## src/verilog/none_placeholder_removed.sv

```systemverilog
`timescale 1ns/10ps
`default_nettype none
`default_nettype wire

```

## src/verilog/radio_decode_pkg.sv

```systemverilog
// Operation
// - Highpass pin high forces 600 kHz; else field 00/X1/10 = 100/4k/30k Hz.
// - Bits 11:10 at address 1111 set receiver output common-mode level.
// - Bits 9:8 at 1000 route indicator; gate 0 with highpass low means off.
// - Signal-strength indicator is on only in receive mode, off in transmit.
// - Transmitter on only with receive/transmit pin high and chip-on high.
// - Bits 1:0 at 1000 select transmit lowpass coarse 8/11/16.5/22.5 MHz.
// - Bits 5:3 at 0111 select transmit fine trim 90 to 115 percent.
// - Transmit gain comes from six-bit field at bits 5:0 of address 1100.
// - Bit 10 at 1001: 0 uses parallel gain pins, 1 uses serial field.
// - Receiver enabled only with receive/transmit pin low and chip-on high.
// - Same coarse field also sets receive lowpass 7.5/8.5/15/18 MHz.
// - Gain code all ones is maximum output; all zeros is 31 dB below.
package radio_decode_pkg;
  // Serial word layout
  localparam int DATA_W = 14;
  localparam int ADDR_W = 4;
  localparam int WORD_BITS = DATA_W + ADDR_W;
  localparam int GAIN_W = 6;
  // Register addresses
  localparam logic [3:0] ADDR_FILTER_PROGRAMMING = 4'h7;
  localparam logic [3:0] ADDR_MODE_AND_INDICATOR = 4'h8;
  localparam logic [3:0] ADDR_GAIN_SOURCE = 4'h9;
  localparam logic [3:0] ADDR_TRANSMIT_GAIN = 4'hc;
  localparam logic [3:0] ADDR_OUTPUT_COMMON_MODE = 4'hf;
  // Field positions
  localparam int HP_FIELD_LSB = 12;
  localparam int FINE_FIELD_LSB = 3;
  localparam int COARSE_FIELD_LSB = 0;
  localparam int IND_SEL_LSB = 8;
  localparam int IND_GATE_BIT = 10;
  localparam int GAIN_SRC_BIT = 10;
  localparam int GAIN_FIELD_LSB = 0;
  localparam int CM_FIELD_LSB = 10;
  // Values after reset
  localparam logic [1:0] HP_FIELD_RESET = 2'h0;
  localparam logic [2:0] FINE_RESET = 3'h2;
  localparam logic [1:0] COARSE_RESET = 2'h1;
  localparam logic [1:0] IND_SEL_RESET = 2'h0;
  localparam logic IND_GATE_RESET = 1'b0;
  localparam logic GAIN_SRC_RESET = 1'b0;
  localparam logic [5:0] GAIN_RESET = 6'h00;
  localparam logic [1:0] CM_RESET = 2'h0;
  // Highpass corner select codes
  localparam logic [1:0] HP_CORNER_100 = 2'h0;
  localparam logic [1:0] HP_CORNER_4K = 2'h1;
  localparam logic [1:0] HP_CORNER_30K = 2'h2;
  localparam logic [1:0] HP_CORNER_600K = 2'h3;
  // Indicator route codes
  localparam logic [1:0] IND_OFF = 2'h0;
  localparam logic [1:0] IND_SIGNAL = 2'h1;
  localparam logic [1:0] IND_TEMPERATURE = 2'h2;
  localparam logic [1:0] IND_POWER = 2'h3;
  // Select field values
  localparam logic [1:0] IND_SEL_SIGNAL = 2'h0;
  localparam logic [1:0] IND_SEL_TEMPERATURE = 2'h1;
  localparam logic [1:0] IND_SEL_POWER = 2'h2;
  localparam logic [1:0] IND_SEL_UNUSED = 2'h3;
  localparam logic [2:0] FINE_LAST_USED = 3'h5;
endpackage

```

## src/verilog/serial_write_if.sv

```systemverilog
`timescale 1ns/10ps
`default_nettype none
interface serial_write_if;
  logic wr_valid;
  logic [radio_decode_pkg::ADDR_W-1:0] wr_addr;
  logic [radio_decode_pkg::DATA_W-1:0] wr_data;
  modport source (output wr_valid, output wr_addr, output wr_data);
  modport sink (input wr_valid, input wr_addr, input wr_data);
endinterface
`default_nettype wire

```

## src/verilog/serial_write_port.sv

```systemverilog
`timescale 1ns/10ps
`default_nettype none
module serial_write_port #(
  parameter int WORD_BITS = radio_decode_pkg::WORD_BITS
) (
  // Clock and control
  input wire logic clock,
  input wire logic rst_n,
  input wire logic ce,
  // Serial pins
  input wire logic serial_select_n,
  input wire logic serial_clock,
  input wire logic serial_data,
  // Decoded writes
  serial_write_if.source wr
);
  localparam int AW = radio_decode_pkg::ADDR_W;

  // Refuse a word length the bit counter and field split cannot serve
  if (WORD_BITS != radio_decode_pkg::WORD_BITS) begin : g_word_check
    $error("serial word length must equal data plus address width");
  end

  logic sel_s1, sel_s2, sel_d;
  logic sck_s1, sck_s2, sck_d;
  logic din_s1, din_s2;
  logic [WORD_BITS-1:0] shift;
  logic [4:0] count;

  // Edge detect on second synchroniser stage only
  wire sck_rise = sck_s2 & ~sck_d;
  wire sel_rise = sel_s2 & ~sel_d;
  wire word_ok = (count == 5'(WORD_BITS));
  wire count_full = (count == 5'h1f);

  // Pin synchronisers
  always_ff @(posedge clock) begin
    if (!rst_n) begin
      {sel_s1, sel_s2, sel_d} <= 3'h7;
      {sck_s1, sck_s2, sck_d} <= 3'h0;
      {din_s1, din_s2} <= 2'h0;
    end else if (ce) begin
      {sel_s1, sel_s2, sel_d} <= {serial_select_n, sel_s1, sel_s2};
      {sck_s1, sck_s2, sck_d} <= {serial_clock, sck_s1, sck_s2};
      {din_s1, din_s2} <= {serial_data, din_s1};
    end
  end

  // Shift in while selected, count bits
  always_ff @(posedge clock) begin
    if (!rst_n) begin
      shift <= '0;
      count <= 5'h0;
    end else if (ce) begin
      if (sel_s2) begin
        count <= 5'h0;
      end else if (sck_rise) begin
        shift <= {shift[WORD_BITS-2:0], din_s2};
        count <= count_full ? count : count + 5'h1;
      end
    end
  end

  // Write strobe on deselect, only for a whole word
  always_ff @(posedge clock) begin
    if (!rst_n) begin
      wr.wr_valid <= 1'b0;
      wr.wr_addr <= '0;
      wr.wr_data <= '0;
    end else if (ce) begin
      wr.wr_valid <= sel_rise & word_ok;
      if (sel_rise & word_ok) begin
        wr.wr_addr <= shift[AW-1:0];
        wr.wr_data <= shift[WORD_BITS-1:AW];
      end
    end
  end
endmodule
`default_nettype wire

```

## src/verilog/radio_analog_control_decode.sv

```systemverilog
`timescale 1ns/10ps
`default_nettype none
module radio_analog_control_decode #(
  parameter int GAIN_W = radio_decode_pkg::GAIN_W
) (
  // Clock and control
  input wire logic clock,
  input wire logic rst_n,
  input wire logic ce,
  // Serial write pins
  input wire logic serial_select_n,
  input wire logic serial_clock,
  input wire logic serial_data,
  // Parallel control pins
  input wire logic highpass_select_pin,
  input wire logic receive_transmit_select_pin,
  input wire logic chip_on_pin,
  input wire logic [GAIN_W-1:0] parallel_gain_pins,
  // Analog select codes
  output logic [1:0] highpass_corner,
  output logic [1:0] common_mode_level,
  output logic [1:0] indicator_route,
  output logic [1:0] tx_lowpass_coarse,
  output logic [1:0] rx_lowpass_coarse,
  output logic [2:0] tx_lowpass_fine,
  output logic [GAIN_W-1:0] tx_gain,
  output logic tx_enable,
  output logic rx_enable
);
  localparam int DW = radio_decode_pkg::DATA_W;

  // Refuse a gain width the field layout cannot hold
  if (GAIN_W != radio_decode_pkg::GAIN_W) begin : g_gain_width_check
    $error("transmit gain width must be six");
  end

  // True when a write strobe targets the given address
  function automatic logic hit(input logic valid, input logic [3:0] addr,
                               input logic [3:0] target);
    hit = valid && (addr == target);
  endfunction

  serial_write_if wr_bus ();

  serial_write_port #(
    .WORD_BITS(radio_decode_pkg::WORD_BITS)
  ) u_port (
    .clock(clock),
    .rst_n(rst_n),
    .ce(ce),
    .serial_select_n(serial_select_n),
    .serial_clock(serial_clock),
    .serial_data(serial_data),
    .wr(wr_bus.source)
  );

  // Stored fields
  logic [1:0] hp_field;
  logic [2:0] fine_field;
  logic [1:0] coarse_field;
  logic [1:0] ind_sel;
  logic ind_gate;
  logic gain_src_serial;
  logic [GAIN_W-1:0] gain_field;
  logic [1:0] cm_field;

  // Pin synchronisers
  logic [GAIN_W+2:0] pin_s1, pin_s2;

  // Write decode
  wire [DW-1:0] wd = wr_bus.wr_data;
  wire wr_filter = hit(wr_bus.wr_valid, wr_bus.wr_addr,
                       radio_decode_pkg::ADDR_FILTER_PROGRAMMING);
  wire wr_mode = hit(wr_bus.wr_valid, wr_bus.wr_addr,
                     radio_decode_pkg::ADDR_MODE_AND_INDICATOR);
  wire wr_src = hit(wr_bus.wr_valid, wr_bus.wr_addr,
                    radio_decode_pkg::ADDR_GAIN_SOURCE);
  wire wr_gain = hit(wr_bus.wr_valid, wr_bus.wr_addr,
                     radio_decode_pkg::ADDR_TRANSMIT_GAIN);
  wire wr_cm = hit(wr_bus.wr_valid, wr_bus.wr_addr,
                   radio_decode_pkg::ADDR_OUTPUT_COMMON_MODE);
  wire [1:0] wd_hp = wd[radio_decode_pkg::HP_FIELD_LSB +: 2];
  wire [2:0] wd_fine = wd[radio_decode_pkg::FINE_FIELD_LSB +: 3];
  wire [1:0] wd_coarse = wd[radio_decode_pkg::COARSE_FIELD_LSB +: 2];
  wire [1:0] wd_ind = wd[radio_decode_pkg::IND_SEL_LSB +: 2];
  wire fine_used = (wd_fine <= radio_decode_pkg::FINE_LAST_USED);
  wire ind_used = (wd_ind != radio_decode_pkg::IND_SEL_UNUSED);

  // Filter programming register
  always_ff @(posedge clock) begin
    if (!rst_n) begin
      hp_field <= radio_decode_pkg::HP_FIELD_RESET;
      fine_field <= radio_decode_pkg::FINE_RESET;
    end else if (ce && wr_filter) begin
      hp_field <= wd_hp;
      if (fine_used) begin
        fine_field <= wd_fine;
      end
    end
  end

  // Mode and indicator register; coarse code serves both paths
  always_ff @(posedge clock) begin
    if (!rst_n) begin
      coarse_field <= radio_decode_pkg::COARSE_RESET;
      ind_sel <= radio_decode_pkg::IND_SEL_RESET;
      ind_gate <= radio_decode_pkg::IND_GATE_RESET;
    end else if (ce && wr_mode) begin
      coarse_field <= wd_coarse;
      ind_gate <= wd[radio_decode_pkg::IND_GATE_BIT];
      if (ind_used) begin
        ind_sel <= wd_ind;
      end
    end
  end

  // Gain source register
  always_ff @(posedge clock) begin
    if (!rst_n) begin
      gain_src_serial <= radio_decode_pkg::GAIN_SRC_RESET;
    end else if (ce && wr_src) begin
      gain_src_serial <= wd[radio_decode_pkg::GAIN_SRC_BIT];
    end
  end

  // Serial gain field, kept even while the pins rule
  always_ff @(posedge clock) begin
    if (!rst_n) begin
      gain_field <= radio_decode_pkg::GAIN_RESET;
    end else if (ce && wr_gain) begin
      gain_field <= wd[radio_decode_pkg::GAIN_FIELD_LSB +: GAIN_W];
    end
  end

  // Output common-mode register
  always_ff @(posedge clock) begin
    if (!rst_n) begin
      cm_field <= radio_decode_pkg::CM_RESET;
    end else if (ce && wr_cm) begin
      cm_field <= wd[radio_decode_pkg::CM_FIELD_LSB +: 2];
    end
  end

  // Two-stage synchronisers for the parallel pins
  always_ff @(posedge clock) begin
    if (!rst_n) begin
      pin_s1 <= '0;
      pin_s2 <= '0;
    end else if (ce) begin
      pin_s1 <= {highpass_select_pin, receive_transmit_select_pin,
                 chip_on_pin, parallel_gain_pins};
      pin_s2 <= pin_s1;
    end
  end

  wire hp_pin = pin_s2[GAIN_W+2];
  wire rt_pin = pin_s2[GAIN_W+1];
  wire on_pin = pin_s2[GAIN_W];
  wire [GAIN_W-1:0] gain_pins = pin_s2[GAIN_W-1:0];

  // Mode decode
  wire next_tx_enable = rt_pin & on_pin;
  wire next_rx_enable = ~rt_pin & on_pin;

  // Highpass corner decode
  wire [1:0] hp_near = hp_field[0] ? radio_decode_pkg::HP_CORNER_4K :
                       hp_field[1] ? radio_decode_pkg::HP_CORNER_30K :
                       radio_decode_pkg::HP_CORNER_100;
  wire [1:0] next_highpass = hp_pin ? radio_decode_pkg::HP_CORNER_600K :
                             hp_near;

  // Indicator route decode
  wire ind_open = ind_gate | hp_pin;
  wire [1:0] ind_pick =
    (ind_sel == radio_decode_pkg::IND_SEL_TEMPERATURE) ?
      radio_decode_pkg::IND_TEMPERATURE :
    (ind_sel == radio_decode_pkg::IND_SEL_POWER) ?
      radio_decode_pkg::IND_POWER :
    next_rx_enable ? radio_decode_pkg::IND_SIGNAL :
      radio_decode_pkg::IND_OFF;
  wire [1:0] next_indicator = ind_open ? ind_pick :
                              radio_decode_pkg::IND_OFF;

  // Gain source select; all ones is maximum output
  wire [GAIN_W-1:0] next_gain = gain_src_serial ? gain_field :
                                gain_pins;

  // Registered mode enables and receive path codes
  always_ff @(posedge clock) begin
    if (!rst_n) begin
      tx_enable <= 1'b0;
      rx_enable <= 1'b0;
      highpass_corner <= radio_decode_pkg::HP_CORNER_100;
      common_mode_level <= radio_decode_pkg::CM_RESET;
    end else if (ce) begin
      tx_enable <= next_tx_enable;
      rx_enable <= next_rx_enable;
      highpass_corner <= next_highpass;
      common_mode_level <= cm_field;
    end
  end

  // Registered lowpass corner codes
  always_ff @(posedge clock) begin
    if (!rst_n) begin
      tx_lowpass_coarse <= radio_decode_pkg::COARSE_RESET;
      rx_lowpass_coarse <= radio_decode_pkg::COARSE_RESET;
      tx_lowpass_fine <= radio_decode_pkg::FINE_RESET;
    end else if (ce) begin
      tx_lowpass_coarse <= coarse_field;
      rx_lowpass_coarse <= coarse_field;
      tx_lowpass_fine <= fine_field;
    end
  end

  // Registered indicator route and transmit gain
  always_ff @(posedge clock) begin
    if (!rst_n) begin
      indicator_route <= radio_decode_pkg::IND_OFF;
      tx_gain <= radio_decode_pkg::GAIN_RESET;
    end else if (ce) begin
      indicator_route <= next_indicator;
      tx_gain <= next_gain;
    end
  end
endmodule
`default_nettype wire

```

## config.mk

```make
export PLATFORM = sky130hd
export DESIGN_NAME = radio_analog_control_decode
export DESIGN_NICKNAME = d
export VERILOG_FILES = /design/src/verilog/none_placeholder_removed.sv /design/src/verilog/radio_decode_pkg.sv /design/src/verilog/serial_write_if.sv /design/src/verilog/serial_write_port.sv /design/src/verilog/radio_analog_control_decode.sv
export SDC_FILE = /design/constraint.sdc
export NUM_CORES = 1
export LEC_CHECK = 0
export BUFFER_PORTS_ARGS = -buffer_cell sky130_fd_sc_hd__buf_2
export CORE_MARGIN = 3
export CORE_UTILIZATION = 32
export CTS_BUF_LIST = sky130_fd_sc_hd__clkbuf_4
export DETAILED_ROUTE_END_ITERATION = 6
export PLACE_DENSITY_LB_ADDON = 0.05
export SLEW_MARGIN = 40
export SYNTH_ARGS = -nofsm -noshare
export SYNTH_HDL_FRONTEND = slang
export SYNTH_HIERARCHICAL = 1
export SYNTH_SLANG_ARGS = --single-unit
```

## constraint.sdc

```tcl
create_clock -name clock -period 1.8 [get_ports clock]
set_input_delay 0.09 -clock clock [delete_from_list [all_inputs] [get_ports clock]]
set_output_delay 0.09 -clock clock [all_outputs]
set_load 0.02 [all_outputs]
```

==> qor.yml <==
detailed_routing:
  viasPerCell: 4.67
  wl_mm: 8.91
  wire_per_inst_um: 13.3
  ant_nets: 0
  vias: 3121
  drc: 0
  drt_iter0_markers: 176
  firstDrtPassIters: 4
power:
  p_per_area_nw_per_um2: 750
  vdd_ir_drop_max_uv: 325
  leakage_nw: 1.90
worst_setup_path:
  cp_max_fo: 2
  worstPathArrival_ns: 2.07
  critical_path_class: "reg -> reg"
  cp.required_ns: 2.15
  critPathLaunchType: "flop"
  endpoint_kind: "flop"
die:
  num_rows: 41
  io_pins: 36
  dieArea_um2: 15000
  die_h_um: 122
  floorplan.die.width_um: 122
  core_um2: 12900
  start_util: 0.335
layout:
  fin_cells: 668
  fin_nets: 512
  drive_gt1_frac: 0.152
  syn_to_final_growth_pct: 15.1
clocking:
  cts_tree: "done"
  clk_path_buf_depth: 2
  clock_latency_ns: 0.45
  clkTransAtPathRegs_ns: 0.14
  clkSinkCount: 104
  cts_htree_levels: 3
  cts_buffers: 9
  root_buffer: "clkbuf_4"
place:
  gp_congestion: 0.783
  placedCellCount: 638
  dp_hpwl_mm: 5.78
  pre_cts_slack_ns: -0.0457
  io_buffer_count: 35
timing:
  worst_slack_ns: 0.0763
  rsz0062_at_grt: "true"
  drv_slew: 0
  slew_headroom: 0.658
  setup_violations: 0
  finalClockSkew_ns: 0.0163
  finalCritPeriodShare: 0.958
  hold_violations: 0
  worstMarginPinSlew_ns: 0.500
  max_freq_mhz: 580
  post-route-min-period_ns: 1.72
grt:
  antenna_found_initial: 1
  track_usage: 0.128
  grt_pass1_vias: 2983
  grt_pass1_wl_mm: 15.1
  overflow: 0
  grt_max_degree: 100
yosys:
  syn_area_um2: 4330
  ys_warn_count: 6
  avgSynthCellArea_um2: 9.63
  syn-num-nets: 470
  synthCells: 450
min_path:
  hp-class: "in -> reg"
run_status:
  outcome: "finished, final reports clean"
job:
  cap_violations: 0
## repair_timing
item,in CTS,in global routing
pin swaps,1,0
endpoints found under the hold margin,13,0
gates resized for setup,3,2
buffers inserted,1,0
endpoints found under the setup margin,2,3
hold buffers,14,0
## report_power, final
group	total [W]	switching (W)	internal, W
Clock	0.00114	0.000737	0.000401
Combinational	0.000238	0.000121	0.000118
Sequential	0.00236	0.0000235	0.00234
## critical path, stage by stage (launching register included)
cell and delay, ns:
dfxtp_2 0.35, ha_1 0.20, and3_2 0.21, ha_1 0.19
or3b_4 0.40, o2111ai_2 0.17, o211ai_1 0.11
## cell usage in the layout (no fill, tap or decap), drive strengths merged, types with 2 or more instances in the layout
cell,count
and3,2
dlygate4sd3,14
nor3b,3
or3,2
ha,5
nand2,74
dfxtp,104
inv,11
mux2i,53
nor2b,32
nor2,4
nand3,25
nand4,2
buf,51
o211ai,3
diode,2
o221a,2
o211a,7
a21oi,4
nand2b,3
o21ai,20
a21boi,40
nor4,3
clkinv,3
nand4bb,2
clkbuf,9
## routing by layer
metal	GRT usage	share of wire	up-vias
met5	0	0	-
met3	0.0442	0.038	6
li1	-	-	1630
met1	0.165	0.51	1442
met2	0.201	0.44	43
met4	0.0399	0.012	0
## worst paths after layout
path | slack (ns) | cells past startpoint | end | startpoint
max | 0.08 | 6 | u_port/count[2]$_SDFFE_PN0P_ | u_port/count[0]$_SDFFE_PN0P_
min | 0.08 | 3 | u_port/sel_d$_SDFFE_PN1P_ | rst_n
max reg2reg | 0.08 | 6 | u_port/count[2]$_SDFFE_PN0P_ | u_port/count[0]$_SDFFE_PN0P_
min reg2reg | 0.47 | 2 | cm_field[1]$_SDFFE_PN0P_ | cm_field[1]$_SDFFE_PN0P_
## metrics by stage
| stage | util | power (W) | instance area [um2] | hold WS, ns | TNS [ns] |
|---|---|---|---|---|---|
| 2_1_floorplan | - | 0.00256 | 4340 | 0.218 | -0.00211 |
| 3_3_place_gp | 0.364 | 0.00263 | 4700 | 0.307 | 0 |
| 3_5_place_dp | 0.364 | 0.00263 | 4700 | 0.308 | -0.0866 |
| 4_1_cts | 0.385 | 0.00383 | 4970 | 0.0290 | 0 |
| 5_1_grt | 0.386 | 0.00393 | 4990 | 0.0264 | -0.00623 |
| 6_report | 0.386 | 0.00374 | 4990 | 0.0765 | 0 |
## cell type report
cell class	instances	area, um2
clock buffers	9	67.6
inverters	11	41.3
fillers	1339	7940
well taps	172	215
multi-input cells	301	2060
flip-flops and latches	104	2080
clock inverters	4	48.8
diodes	2	5.00
repair buffers	65	463
## state kept, by name (all words and copies together) (netlist names), 3 cells and up
signal,count
pin_s2,9
u_port/shift,18
gain_field,6
tx_lowpass_fine,3
u_port/count,5
u_port/wr.wr_data,12
fine_field,3
pin_s1,9
u_port/wr.wr_addr,4
tx_gain,6
(Power assumes the default switching activity.)
